===== src/inc/l1cc_consts.svh =====
// constants for the level-one cache coherency controller
`ifndef L1CC_CONSTS_SVH
`define L1CC_CONSTS_SVH
`define L1CC_ADDR_W 32
`define L1CC_LINE_LSB 5
`define L1CC_LINE_BYTES 32
`define L1CC_SINGLE_MAX_BYTES 8
`define L1CC_SINGLE_MIN_BYTES 1
`define L1CC_BEATS_PER_LINE 4
`define L1CC_IDX_BITS 3
`define L1CC_SETS 8
`endif


===== src/inc/l1cc_pkg.sv =====
// types for the level-one cache coherency controller
package l1cc_pkg;
    // mesi state of a data line
    typedef enum logic [1:0] {
        L1CC_INV = 2'h0,
        L1CC_SHR = 2'h1,
        L1CC_EXC = 2'h2,
        L1CC_MOD = 2'h3
    } l1cc_mesi_t;
    // controller states, one-hot
    typedef enum logic [5:0] {
        L1CC_IDLE  = 6'h01,
        L1CC_WBACK = 6'h02,
        L1CC_FILL  = 6'h04,
        L1CC_WRITE = 6'h08,
        L1CC_PURGE = 6'h10,
        L1CC_PWB   = 6'h20
    } l1cc_state_t;
    // request from the core pipeline
    typedef struct packed {
        logic valid;
        logic isInstr;
        logic isWrite;
        logic [31:0] addr;
        logic [3:0] bytes;
    } l1cc_req_t;
    // bus cycle issued to memory
    typedef struct packed {
        logic valid;
        logic write;
        logic burst;
        logic [31:0] addr;
        logic [5:0] bytes;
    } l1cc_bus_t;
endpackage


===== src/core/l1cc_coherency.sv =====
// coherency controller for split level-one instruction and data caches
//
// How it works
// - inquire compares both cache tag sets
// - clean or instruction hit raises match
// - modified hit raises match and dirty
// - dirty match always triggers burst writeback
// - kill flag invalidates hit, writeback first
// - no kill: data to shared, instr kept
// - misses snoop other cache, hits don't
// - instr miss: writeback, invalidate data line
// - data miss invalidates instruction line
// - purge input: writeback dirty, invalidate all
// - writeback-purge: writeback then invalidate all
// - discard-purge invalidates all, no memory
// - writethrough is single bus cycle
// - writeback is burst bus cycle
// - shared is writethrough, exclusive/modified writeback
// - fill 32-byte burst, singles 1-8
`timescale 1ns/1ps
`include "l1cc_consts.svh"
module l1cc_coherency
    import l1cc_pkg::*;
#(
    parameter int SETS = `L1CC_SETS,
    parameter int IDXW = `L1CC_IDX_BITS
) (
    input wire logic clk,
    input wire logic nrst,
    input wire logic addrBusFloatReq,
    input wire logic abortRetryReq,
    input wire logic busYieldReq,
    input wire logic extAddrStrobe,
    input wire logic killLine,
    input wire logic [31:5] inquireAddrBits,
    input wire logic cachePurge,
    input wire logic writebackPurgeOp,
    input wire logic discardPurgeOp,
    input wire l1cc_req_t coreReq,
    input wire logic busDone,
    output logic snoopMatch,
    output logic snoopDirtyMatch,
    output l1cc_bus_t busCycle,
    output logic coreAck,
    output logic purgeBusy
);
    localparam int TAGW = 27 - IDXW;
    // tag stores: instruction valid bits, data mesi state
    logic [TAGW-1:0] iTag_reg [SETS];
    logic [SETS-1:0] iValid_reg;
    logic [TAGW-1:0] dTag_reg [SETS];
    l1cc_mesi_t dState_reg [SETS];
    l1cc_state_t state_reg;
    l1cc_req_t pend_reg;          // request held over a writeback
    logic [31:5] wbAddr_reg;      // line being written back
    logic [IDXW:0] scan_reg;      // purge walk index
    logic wbKeep_reg;             // purge does writebacks
    logic [IDXW-1:0] wbIdx_reg;
    logic wbInv_reg;              // invalidate after writeback
    // inquire decode
    wire busOwned = addrBusFloatReq | abortRetryReq | busYieldReq;
    wire inqGo = extAddrStrobe & busOwned;
    wire inqTake = inqGo & (state_reg == L1CC_IDLE); // strobes outside idle are dropped
    wire [IDXW-1:0] qIdx = inquireAddrBits[5 +: IDXW];
    wire [TAGW-1:0] qTag = inquireAddrBits[31 -: TAGW];
    wire qIHit = iValid_reg[qIdx] & (iTag_reg[qIdx] == qTag);
    wire qDHit = (dState_reg[qIdx] != L1CC_INV) & (dTag_reg[qIdx] == qTag);
    wire qDMod = qDHit & (dState_reg[qIdx] == L1CC_MOD);
    // core request decode
    wire [IDXW-1:0] rIdx = coreReq.addr[5 +: IDXW];
    wire [TAGW-1:0] rTag = coreReq.addr[31 -: TAGW];
    wire rIHit = iValid_reg[rIdx] & (iTag_reg[rIdx] == rTag);
    wire rDHit = (dState_reg[rIdx] != L1CC_INV) & (dTag_reg[rIdx] == rTag);
    wire rHit = coreReq.isInstr ? rIHit : rDHit;
    // cross snoop only on a miss
    wire xDHit = coreReq.isInstr & ~rIHit & rDHit;
    wire xIHit = ~coreReq.isInstr & ~rDHit & rIHit;
    wire xDMod = xDHit & (dState_reg[rIdx] == L1CC_MOD);
    // writethrough state of the hit data line
    wire rWThru = rDHit & (dState_reg[rIdx] == L1CC_SHR);
    wire purgeReq = cachePurge | writebackPurgeOp | discardPurgeOp;
    wire purgeKeep = cachePurge | writebackPurgeOp; // a writeback purge outranks discard
    wire [IDXW-1:0] sIdx = scan_reg[IDXW-1:0];
    wire sDirty = wbKeep_reg & (dState_reg[sIdx] == L1CC_MOD);
    wire [5:0] reqBytes = {2'h0, coreReq.bytes};
    // match outputs, one cycle after the strobe
    always_ff @(posedge clk or negedge nrst) begin
        if (!nrst) begin
            snoopMatch <= 1'b0;
            snoopDirtyMatch <= 1'b0;
        end else begin
            snoopMatch <= inqTake & (qIHit | qDHit);
            snoopDirtyMatch <= inqTake & qDMod;
        end
    end
    // tag state updates
    always_ff @(posedge clk or negedge nrst) begin
        if (!nrst) begin
            iValid_reg <= '0;
            for (int i = 0; i < SETS; i++) begin
                dState_reg[i] <= L1CC_INV;
                iTag_reg[i] <= '0;
                dTag_reg[i] <= '0;
            end
        end else if (state_reg == L1CC_PURGE) begin
            // whole-cache invalidate after any writebacks
            iValid_reg <= '0;
            for (int i = 0; i < SETS; i++) begin
                dState_reg[i] <= L1CC_INV;
            end
        end else if (inqGo && state_reg == L1CC_IDLE) begin
            if (killLine) begin
                // kill: invalidate non-dirty now, dirty after writeback
                if (qIHit) iValid_reg[qIdx] <= 1'b0;
                if (qDHit && !qDMod) dState_reg[qIdx] <= L1CC_INV;
            end else if (qDHit && !qDMod) begin
                dState_reg[qIdx] <= L1CC_SHR;
            end
        end else if (state_reg == L1CC_WBACK && busDone) begin
            // written back: invalidate or demote
            dState_reg[wbIdx_reg] <= wbInv_reg ? L1CC_INV : L1CC_SHR;
        end else if (state_reg == L1CC_PWB && busDone) begin
            dState_reg[sIdx] <= L1CC_INV;
        end else if (state_reg == L1CC_IDLE && coreReq.valid && !purgeReq) begin
            if (xIHit) iValid_reg[rIdx] <= 1'b0;
            if (xDHit && !xDMod) dState_reg[rIdx] <= L1CC_INV;
            if (coreReq.isWrite && rDHit && !rWThru) dState_reg[rIdx] <= L1CC_MOD;
        end else if (state_reg == L1CC_FILL && busDone) begin
            // fill completes: allocate the line
            if (pend_reg.isInstr) begin
                iValid_reg[pend_reg.addr[5 +: IDXW]] <= 1'b1;
                iTag_reg[pend_reg.addr[5 +: IDXW]] <= pend_reg.addr[31 -: TAGW];
            end else begin
                dState_reg[pend_reg.addr[5 +: IDXW]] <= L1CC_EXC;
                dTag_reg[pend_reg.addr[5 +: IDXW]] <= pend_reg.addr[31 -: TAGW];
            end
        end
    end
    // control sequencer
    always_ff @(posedge clk or negedge nrst) begin
        if (!nrst) begin
            state_reg <= L1CC_IDLE;
            pend_reg <= '0;
            wbAddr_reg <= '0;
            wbIdx_reg <= '0;
            wbInv_reg <= 1'b0;
            scan_reg <= '0;
            wbKeep_reg <= 1'b0;
            busCycle <= '0;
            coreAck <= 1'b0;
            purgeBusy <= 1'b0;
        end else begin
            coreAck <= 1'b0;
            case (state_reg)
                L1CC_IDLE: begin
                    busCycle <= '0;
                    if (inqGo && qDMod) begin
                        // dirty inquire hit: burst writeback first
                        wbAddr_reg <= inquireAddrBits;
                        wbIdx_reg <= qIdx;
                        wbInv_reg <= killLine;
                        busCycle <= '{1'b1, 1'b1, 1'b1, {inquireAddrBits, 5'h00},
                            6'(`L1CC_LINE_BYTES)};
                        state_reg <= L1CC_WBACK;
                    end else if (inqGo) begin
                        state_reg <= L1CC_IDLE; // core waits behind inquire
                    end else if (purgeReq) begin
                        wbKeep_reg <= purgeKeep;
                        scan_reg <= '0;
                        purgeBusy <= 1'b1;
                        state_reg <= purgeKeep ? L1CC_PWB : L1CC_PURGE;
                    end else if (coreReq.valid) begin
                        pend_reg <= coreReq;
                        if (xDMod) begin
                            // instr miss hit dirty data: writeback, then fill
                            wbAddr_reg <= coreReq.addr[31:5];
                            wbIdx_reg <= rIdx;
                            wbInv_reg <= 1'b1;
                            busCycle <= '{1'b1, 1'b1, 1'b1, {coreReq.addr[31:5], 5'h00},
                                6'(`L1CC_LINE_BYTES)};
                            state_reg <= L1CC_WBACK;
                        end else if (coreReq.isWrite && (!rDHit || rWThru)) begin
                            // writethrough or miss write: single cycle
                            busCycle <= '{1'b1, 1'b1, 1'b0, coreReq.addr, reqBytes};
                            state_reg <= L1CC_WRITE;
                        end else if (coreReq.isWrite || rHit) begin
                            coreAck <= 1'b1;
                            pend_reg <= '0; // nothing left pending after a hit
                        end else begin
                            // read miss: 32-byte burst line fill
                            busCycle <= '{1'b1, 1'b0, 1'b1, {coreReq.addr[31:5], 5'h00},
                                6'(`L1CC_LINE_BYTES)};
                            state_reg <= L1CC_FILL;
                        end
                    end
                end
                L1CC_WBACK: begin
                    if (busDone) begin
                        // writeback done: resume any pending fill
                        busCycle <= '0;
                        if (pend_reg.valid && pend_reg.isInstr) begin
                            busCycle <= '{1'b1, 1'b0, 1'b1, {pend_reg.addr[31:5], 5'h00},
                                6'(`L1CC_LINE_BYTES)};
                            state_reg <= L1CC_FILL;
                        end else begin
                            state_reg <= L1CC_IDLE;
                        end
                    end
                end
                L1CC_FILL, L1CC_WRITE: begin
                    if (busDone) begin
                        busCycle <= '0;
                        coreAck <= 1'b1;
                        pend_reg <= '0;
                        state_reg <= L1CC_IDLE;
                    end
                end
                L1CC_PWB: begin
                    // walk sets, writing back dirty lines
                    if (scan_reg == (IDXW+1)'(SETS)) begin
                        state_reg <= L1CC_PURGE;
                    end else if (sDirty && !busCycle.valid) begin
                        busCycle <= '{1'b1, 1'b1, 1'b1, {dTag_reg[sIdx], sIdx, 5'h00},
                            6'(`L1CC_LINE_BYTES)};
                    end else if (!sDirty || busDone) begin
                        busCycle <= '0;
                        scan_reg <= scan_reg + 1'b1;
                    end
                end
                L1CC_PURGE: begin
                    purgeBusy <= 1'b0;
                    busCycle <= '0;
                    state_reg <= L1CC_IDLE;
                end
                default: state_reg <= L1CC_IDLE;
            endcase
        end
    end
endmodule // l1cc_coherency


===== config.mk =====
export PLATFORM = sky130hd
export DESIGN_NAME = l1cc_coherency
export DESIGN_NICKNAME = d
export VERILOG_FILES = /design/src/inc/l1cc_pkg.sv /design/src/core/l1cc_coherency.sv
export VERILOG_INCLUDE_DIRS = /design/src /design/src/inc
export SDC_FILE = /design/constraint.sdc
export NUM_CORES = 1
export LEC_CHECK = 0
export BUFFER_PORTS_ARGS = -buffer_cell sky130_fd_sc_hd__buf_2
export CORE_ASPECT_RATIO = 2
export CORE_UTILIZATION = 50
export CTS_CLUSTER_DIAMETER = 80
export DETAILED_ROUTE_END_ITERATION = 10
export PLACE_DENSITY = 0.67
export SYNTH_ARGS = -nofsm -noshare
export SYNTH_HDL_FRONTEND = slang
export SYNTH_SLANG_ARGS = --single-unit

===== constraint.sdc =====
create_clock -name clk -period 3.1 [get_ports clk]
set_input_delay 0.465 -clock clk [delete_from_list [all_inputs] [get_ports clk]]
set_output_delay 0.465 -clock clk [all_outputs]
set_load 0.01 [all_outputs]

* Word level (Yosys, flattened, before mapping)
Cells that the tools add are included.
** Storage, ports and cells
- Register bits :: 502
- Bits of input ports :: 77
- Output and inout bits :: 45
- Logic and storage cells :: 351
** Operators by class
- Add/sub/neg operators :: 1
- $lt $le $gt $ge :: 16
- Eq/ne operators :: 38
- Muxes and demuxes :: 144
- Bitwise operators :: 55
- Reduce and logical (&&, ||, !) cells :: 55
** Operators with widths (number)
- $mux 41 :: 13
- $bwmux 192 :: 2
- $bmux 24 s3 :: 5
- $mux 39 :: 8
- $mux 16 :: 17
- $mux 24 :: 11
- $pmux 41 s5 :: 1
- $eq 24x24->1 :: 4
- $mux 8 :: 10
- $pmux 39 s2 :: 1
- $demux 24 s3 :: 1
- $mux 6 :: 11
- $and 16x16->16 :: 3
- $not 16->16 :: 3
- $and 8x8->8 :: 4
- $not 8->8 :: 4
- $demux 2 s3 :: 5
- $reduce_and 7->1 :: 4
- $mux 4 :: 6
- $or 8x8->8 :: 3
- $pmux 6 s4 :: 1
- $mux 1 :: 23
- $logic_and 1x1->1 :: 22
- $mux 2 :: 11
- other kinds (46) :: 136

* Logic depth before layout (Yosys ltp)
- Depth after elaboration :: 25
- Depth in mapped cells :: 17
- Depth with buffers taken out :: 10

* Worst setup path after synthesis
OpenSTA, ideal clock, no wires.
- Path kind :: input port to flip-flop
- Start point :: input inquireAddrBits[6] in the netlist's numbering
- End point :: register wbIdx_reg[2]
- Setup time :: 125 ps
- Arrival :: 3512 ps
- Required time :: 2975 ps
- Setup slack :: -537 ps
- Cell stages on the path :: 12
- Buffers on the path :: 3
- Cells stage by stage :: buf_1 > clkbuf_1 > mux4_2 > mux2i_1 > xnor2_1 > nor4_1 > nand3_1 > or2_1 > nor3_1 > buf_2 > o21ai_0 > mux2_2
** Between the ends
- Longest elaborated chain between the ends :: 10
- Elaborated cells between the ends (all ways) :: 19
- Those cells by class :: eq/ne (4); mux (7); bitwise (3); reduce/logical (5)
** Ends and longest elaborated chain
- from (decl) :: line l1cc_coherency.sv:35 : input wire logic [31:5] inquireAddrBits,
- $not 3->4 (implied by the code) * :: line l1cc_coherency.sv:67, l1cc_coherency.sv:68
- $bmux 24 s3 or $bmux 2 s3 (tied branches) :: line l1cc_coherency.sv:67, l1cc_coherency.sv:68
- $mux 24 (implied by the code) or $mux 2 (tied branches) (2 in series) :: line l1cc_coherency.sv:67, l1cc_coherency.sv:68
- $eq 24x24->1 or $reduce_bool 2->1 (tied branches) :: line l1cc_coherency.sv:67 : wire qDHit = (dState_reg[qIdx] != L1CC_INV) & (dTag_reg[qIdx] == qTag);
- $and 1x1->1 :: line l1cc_coherency.sv:67
- $and 1x1->1 * :: line l1cc_coherency.sv:68 : wire qDMod = qDHit & (dState_reg[qIdx] == L1CC_MOD);
- $logic_and 1x1->1 * :: line l1cc_coherency.sv:157 : if (inqGo && qDMod) begin
- $ne 2x1->1 (no source line) or $reduce_bool 2->1 (tied branches)
- $reduce_and 5->1 (no source line)
- to (signal assigned) :: line l1cc_coherency.sv:160 : wbIdx_reg <= qIdx;
- to (signal assigned) :: line l1cc_coherency.sv:177 : wbIdx_reg <= rIdx;
- to (decl) :: line l1cc_coherency.sv:58 : logic [IDXW-1:0] wbIdx_reg;
Every way passes the cells marked *; elsewhere a longest branch is shown, timed or not. The select of a mux whose other input is x is not followed.
A chain may end at the register's enable or synchronous reset.

* Worst setup path after layout
- Start point :: register dTag_reg[140] in the netlist's numbering
- End point :: register pend_reg[31] in the netlist's numbering
** Between the ends
- Longest elaborated chain between the ends :: 15
- Elaborated cells between the ends (all ways) :: 30
- Those cells by class :: eq/ne (3); mux (15); bitwise (6); reduce/logical (6)
** Ends and longest elaborated chain
- from (decl) :: line l1cc_coherency.sv:51 : logic [TAGW-1:0] dTag_reg [SETS];
- from (signal, indexed assignment) :: line l1cc_coherency.sv:135 : dTag_reg[pend_reg.addr[5 +: IDXW]] <= pend_reg.addr[31 -: TAGW];
- $bmux 24 s3 :: line l1cc_coherency.sv:73 : wire rDHit = (dState_reg[rIdx] != L1CC_INV) & (dTag_reg[rIdx] == rTag);
- $mux 24 (implied by the code) (2 in series) :: line l1cc_coherency.sv:73
- $eq 24x24->1 :: line l1cc_coherency.sv:73
- $and 1x1->1 :: line l1cc_coherency.sv:73
- $mux 1, or another cell as far along :: line l1cc_coherency.sv:74 : wire rHit = coreReq.isInstr ? rIHit : rDHit;
- $logic_or 1x1->1 (on tied branches) :: line l1cc_coherency.sv:186, l1cc_coherency.sv:182
- $mux 39 or $logic_and 1x1->1 (tied branches) :: line l1cc_coherency.sv:186, l1cc_coherency.sv:182
- $mux 39 :: line l1cc_coherency.sv:182 : end else if (coreReq.isWrite && (!rDHit || rWThru)) begin
- $mux 39 :: line l1cc_coherency.sv:174 : if (xDMod) begin
- $mux 39 :: line l1cc_coherency.sv:172 : end else if (coreReq.valid) begin
- $mux 39 :: line l1cc_coherency.sv:167 : end else if (purgeReq) begin
- $mux 39 :: line l1cc_coherency.sv:165 : end else if (inqGo) begin
- $mux 39 :: line l1cc_coherency.sv:157
- $pmux 39 s2 :: line l1cc_coherency.sv:154 : case (state_reg)
- to (signal assigned) :: line l1cc_coherency.sv:173 : pend_reg <= coreReq;
- to (decl) :: line l1cc_coherency.sv:54 : l1cc_req_t pend_reg;
Parallel ways exist; a longest one is shown, timed or not. The select of a mux whose other input is x is not followed.

==> impl_results.md <==
- Outcome: complete, but fails checks
- Violations in the final reports: setup timing
- Initial core utilization: 50.8%
- ANT nets after route: 0
- Core region area: between 0.05 and 0.06 mm2
- DR iter-0 viols: about 3500
- Path type of the worst setup path: reg -> reg
- Clock Tree Buf Depth: 3
- Maximum clock frequency: 298 MHz
- Global route total overflow: 0
- RSZ-0062 raised after global routing: yes
- First drt pass iteration count: 8
- FF+latch count, synth: approximately 500
- Synth Area in Adders: less than 1%
- Reg-to-reg critical path endpoint: pend_reg[31]$_DFFE_PN0P_
- WL/cell: about 37 um
- Setup slack of the most critical reg-to-reg path: -0.26 ns
- CP Launch Type: flop
- Final-report setup violation count: 103
- Hold_sp: coreReq[3]
- Relative slew slack: around a quarter
- Type of the worst min-delay path: in -> reg
- VDD IR-drop max: 0.539 mV
- TritonCTS clock tree: built
- Post-detailed-placement half-perimeter wirelength: ~110000 um
- Ratio of cells with drive above 1 in the final layout: 47.9%
- Leak: around 19 nW
- Number of nets in the synthesized netlist: around 2800
- Total power draw: roughly 23 mW
- Area overhead of the layout relative to synthesis: 32.7%
- Worst Tran Pin Value: approximately 1.1 ns
- Remaining routing DRC violations: 0
- GRT Resource Usage Total: between 50% and 60%
- Final Routed Wirelength: between 150000 and 200000 um
- Power density over cell area: just under 600 mW/mm2
- Pin count of the biggest net entering global routing: around 80
- Maximum fanout encountered on the critical timing path: 12
- Required time at the worst-slack endpoint: 3.59 ns
- Endpoints failing hold: 0
- Post-route minimum period: approximately 3.4 ns
- Syn avg cell area: 10.9 um2
- Global-route layer with the greatest usage: met2
- Proportion of synthesized chip area in sequential cells: around two fifths
- Largest family of logic cells by synthesized area: multiplexers
- Startpoint of the most critical register-to-register path: dTag_reg[140]$_DFFE_PN0P_
- Y dimension of the die: between 300 and 400 um
- Number of fill cells: around 4400
- Count of cells along the worst hold path: 2
- Setup slack after layout: -0.260 ns
- Total number of vias: slightly below 30000
- Num CTS Buffers: 47
- Clock sinks: approximately 500
- First-pass GRT wire length: roughly 220000 um
- GRT met3 Usage: 13.4%
- Post-synth top flop: sky130_fd_sc_hd__dfrtp_1
- EDFF count, synth: 0
- Share of flip-flops with an asynchronous set or reset: 100%
- Yosys warns: 0
- Max Slew Vio Count: 0
- Clock Root Buffer: sky130_fd_sc_hd__clkbuf_16
- Routability Congestion: ~1.1
- Width of the chip: 174 um
- Share of the synthesized area in compound gates (AO/OA/AOI/OAI): about an eighth
- # IOs: around 120
- Worst Hold Path EP: busCycle[3]$_DFFE_PN0P_
- Via count of the first global-routing pass: ~30000
- Number of nets in the layout: between 3000 and 4000
- Multiplexer fraction of the synthesized cell area: between 20 and 30%
- XOR/XNOR share of the synthesized area: 2.21%
- Basic-gate share of the synthesized area counting and, or, nand and nor cells: a little over a tenth
- Layout Utilization: between 60 and 70%
- Critical path capture point type: flop
- Maximum capacitance violations: 0
- Cell row count: about 130
- Clock latency reported for the late side of the worst-skew pair: ~0.64 ns
- Arrival time of data at the critical path endpoint: around 3.9 ns
- Number of H-tree levels: 2
- Setup tns final: -14.82 ns
- Post-Synthesis Cells: between 2000 and 3000
- M1 GR Usage: a little over half
- Number of antenna violations at the first check in global routing: 3
- Worst setup slack after placement: -1.23 ns
- Share of the clock period used by the worst path: 108%
- Die outline area: 0.0604 mm2
- Routed via count divided by cell count: 7.16
- Clock Skew: ~0.033 ns
- Post-synthesis cell type count: between 80 and 90
- Clock slew seen by the registers of the worst setup and hold paths: 0.07 ns
- Count of buffers from port buffering: between 100 and 150
- Depth of the most critical reg-to-reg path: 13
- Synth Cell Area: around 0.03 mm2
- Met2 usage in global routing: around 80%
## what timing repair did
item	4_1_cts	5_1_grt
gates cloned	4	3
pin swaps	89	57
setup endpoints to repair	105	105
hold buffers	1	0
setup buffers	29	11
resized for setup	221	114
endpoints found under the hold margin	62	0
## how the worst max path moves through the flow
stage,slack (ns),cells after the start,to,start
4_1_cts,-0.17,15,dState_reg[12]$_DFFE_PN0P_,dTag_reg[191]$_DFFE_PN0P_
5_1_grt,-0.30,15,state_reg[0]$_DFFE_PN1P_,dTag_reg[167]$_DFFE_PN0P_
2_1_floorplan,-0.28,12,dState_reg[0]$_DFFE_PN0P_,coreReq[9]
3_5_place_dp,-1.23,14,pend_reg[31]$_DFFE_PN0P_,coreReq[11]
3_3_place_gp,-1.19,14,pend_reg[32]$_DFFE_PN0P_,coreReq[11]
6_report,-0.26,13,pend_reg[31]$_DFFE_PN0P_,dTag_reg[140]$_DFFE_PN0P_
## power breakdown
group | internal, mW | leakage, nW | switching (mW) | total [mW]
sequential | 6.98 | 6.78 | 1.30 | 8.28
clock | 3.71 | 0.830 | 2.88 | 6.59
combinational | 3.43 | 10.9 | 4.99 | 8.42
## layout make-up
class	instances	area [um2]	area share, %
Clock inverter	25	379	0.963
Inverter	24	95.1	0.242
Timing Repair Buffer	780	6770	17.2
Antenna cell	2	5.00	0.0127
Tap cell	762	953	2.42
Sequential cell	495	12400	31.5
Multi-Input combinational cell	1948	17500	44.3
Clock buffer	60	1330	3.37
## synth_stat cells (6+ instances only)
library cell / instances / area share (%)
sky130_fd_sc_hd__o21a_1: 6 / 0.15
sky130_fd_sc_hd__buf_1: 27 / 0.34
sky130_fd_sc_hd__and3_1: 29 / 0.61
sky130_fd_sc_hd__nand2b_1: 13 / 0.27
sky130_fd_sc_hd__xnor2_1: 43 / 1.3
sky130_fd_sc_hd__dfrtp_1: 494 / 42
sky130_fd_sc_hd__mux2i_1: 142 / 4.8
sky130_fd_sc_hd__or2_2: 8 / 0.17
sky130_fd_sc_hd__clkbuf_1: 165 / 2.1
sky130_fd_sc_hd__buf_2: 39 / 0.66
sky130_fd_sc_hd__inv_1: 14 / 0.18
sky130_fd_sc_hd__a21oi_1: 132 / 2.2
sky130_fd_sc_hd__nand3_1: 72 / 1.2
sky130_fd_sc_hd__a221oi_1: 45 / 1.3
sky130_fd_sc_hd__nor3b_1: 9 / 0.23
sky130_fd_sc_hd__buf_4: 8 / 0.20
sky130_fd_sc_hd__o31ai_1: 6 / 0.15
sky130_fd_sc_hd__mux2_2: 378 / 14
sky130_fd_sc_hd__or3_1: 15 / 0.32
sky130_fd_sc_hd__a21o_1: 10 / 0.25
sky130_fd_sc_hd__o21ai_0: 80 / 1.4
sky130_fd_sc_hd__nor4_1: 43 / 0.91
sky130_fd_sc_hd__nor3_1: 33 / 0.56
sky130_fd_sc_hd__a31oi_1: 19 / 0.40
sky130_fd_sc_hd__nand2_1: 249 / 3.2
sky130_fd_sc_hd__nand4_1: 14 / 0.30
sky130_fd_sc_hd__and3b_1: 6 / 0.18
sky130_fd_sc_hd__xor2_1: 32 / 0.95
sky130_fd_sc_hd__and2_1: 7 / 0.15
sky130_fd_sc_hd__a22oi_1: 58 / 1.5
sky130_fd_sc_hd__nor2b_1: 18 / 0.38
sky130_fd_sc_hd__o22ai_1: 125 / 2.6
sky130_fd_sc_hd__nor2_1: 98 / 1.2
sky130_fd_sc_hd__inv_2: 6 / 0.076
sky130_fd_sc_hd__buf_6: 9 / 0.34
sky130_fd_sc_hd__a21boi_0: 6 / 0.15
sky130_fd_sc_hd__mux4_2: 121 / 9.2
sky130_fd_sc_hd__a22o_1: 38 / 1.1
## worst max-delay path, stage by stage (launching register included)
cell                       delay, ns
sky130_fd_sc_hd__dfrtp_1        0.41
sky130_fd_sc_hd__buf_4          0.15
sky130_fd_sc_hd__mux2_2         0.26
sky130_fd_sc_hd__o22ai_2        0.38
sky130_fd_sc_hd__or3_1          0.21
sky130_fd_sc_hd__nand2_1        0.07
sky130_fd_sc_hd__nor4b_2        0.22
sky130_fd_sc_hd__nand4_1        0.20
sky130_fd_sc_hd__buf_4          0.20
sky130_fd_sc_hd__a211oi_4       0.33
sky130_fd_sc_hd__o21ai_2        0.13
sky130_fd_sc_hd__and3_4         0.24
sky130_fd_sc_hd__buf_12         0.20
sky130_fd_sc_hd__a22o_1         0.21
## metrics by stage
step / hold WS, ns / std cells / instance area (um2)
after floorplan: 0.169 / 2716 / 29800
after global placement: 0.453 / 3968 / 35800
after detailed placement: 0.457 / 3968 / 35800
after CTS: 0.0695 / 4085 / 38700
after global routing: 0.0805 / 4094 / 39400
final: 0.0712 / 4096 / 39400
## cell usage in the layout, fill, tap and decap left out, types with 11 or more instances in the layout
cell type / instances
sky130_fd_sc_hd__nand3_1: 33
sky130_fd_sc_hd__buf_6: 41
sky130_fd_sc_hd__a21oi_2: 35
sky130_fd_sc_hd__buf_12: 70
sky130_fd_sc_hd__a22oi_1: 55
sky130_fd_sc_hd__nand4_1: 14
sky130_fd_sc_hd__nor2b_1: 11
sky130_fd_sc_hd__mux4_2: 121
sky130_fd_sc_hd__nand2_1: 239
sky130_fd_sc_hd__o22ai_1: 121
sky130_fd_sc_hd__inv_1: 14
sky130_fd_sc_hd__buf_2: 115
sky130_fd_sc_hd__or3_1: 15
sky130_fd_sc_hd__dfrtp_1: 494
sky130_fd_sc_hd__a221oi_1: 42
sky130_fd_sc_hd__mux2_2: 376
sky130_fd_sc_hd__nor2_1: 87
sky130_fd_sc_hd__xnor2_1: 34
sky130_fd_sc_hd__buf_4: 540
sky130_fd_sc_hd__a21oi_1: 97
sky130_fd_sc_hd__a22o_1: 38
sky130_fd_sc_hd__xor2_1: 29
sky130_fd_sc_hd__mux2i_1: 131
sky130_fd_sc_hd__o21ai_2: 11
sky130_fd_sc_hd__clkbuf_16: 49
sky130_fd_sc_hd__nand2b_1: 11
sky130_fd_sc_hd__a31oi_1: 16
sky130_fd_sc_hd__nor3_1: 26
sky130_fd_sc_hd__and3_1: 22
sky130_fd_sc_hd__nor4_1: 33
sky130_fd_sc_hd__o21ai_0: 55
sky130_fd_sc_hd__o21ai_1: 16
sky130_fd_sc_hd__nand3_2: 30
## cells by family (layout without fill, tap and decap cells)
group / count (synthesis) / in the layout
multiplexers: 643 / 643
XOR/XNOR: 75 / 75
adder cells (fa/ha/maj): 2 / 2
AO/OA/AOI/OAI: 583 / 583
AND/OR/NAND/NOR: 644 / 644
other: 1 / 3
flip-flops: 495 / 495
buffers and inverters: 273 / 889
## routing by layer
metal | part of all wire, % | vias to the layer above
li1 | - | 11400
met1 | 30 | 14400
met2 | 45 | 2348
met3 | 11 | 1092
met4 | 14 | 2
met5 | 0.012 | -
Power figures use the tool's default switching activity.
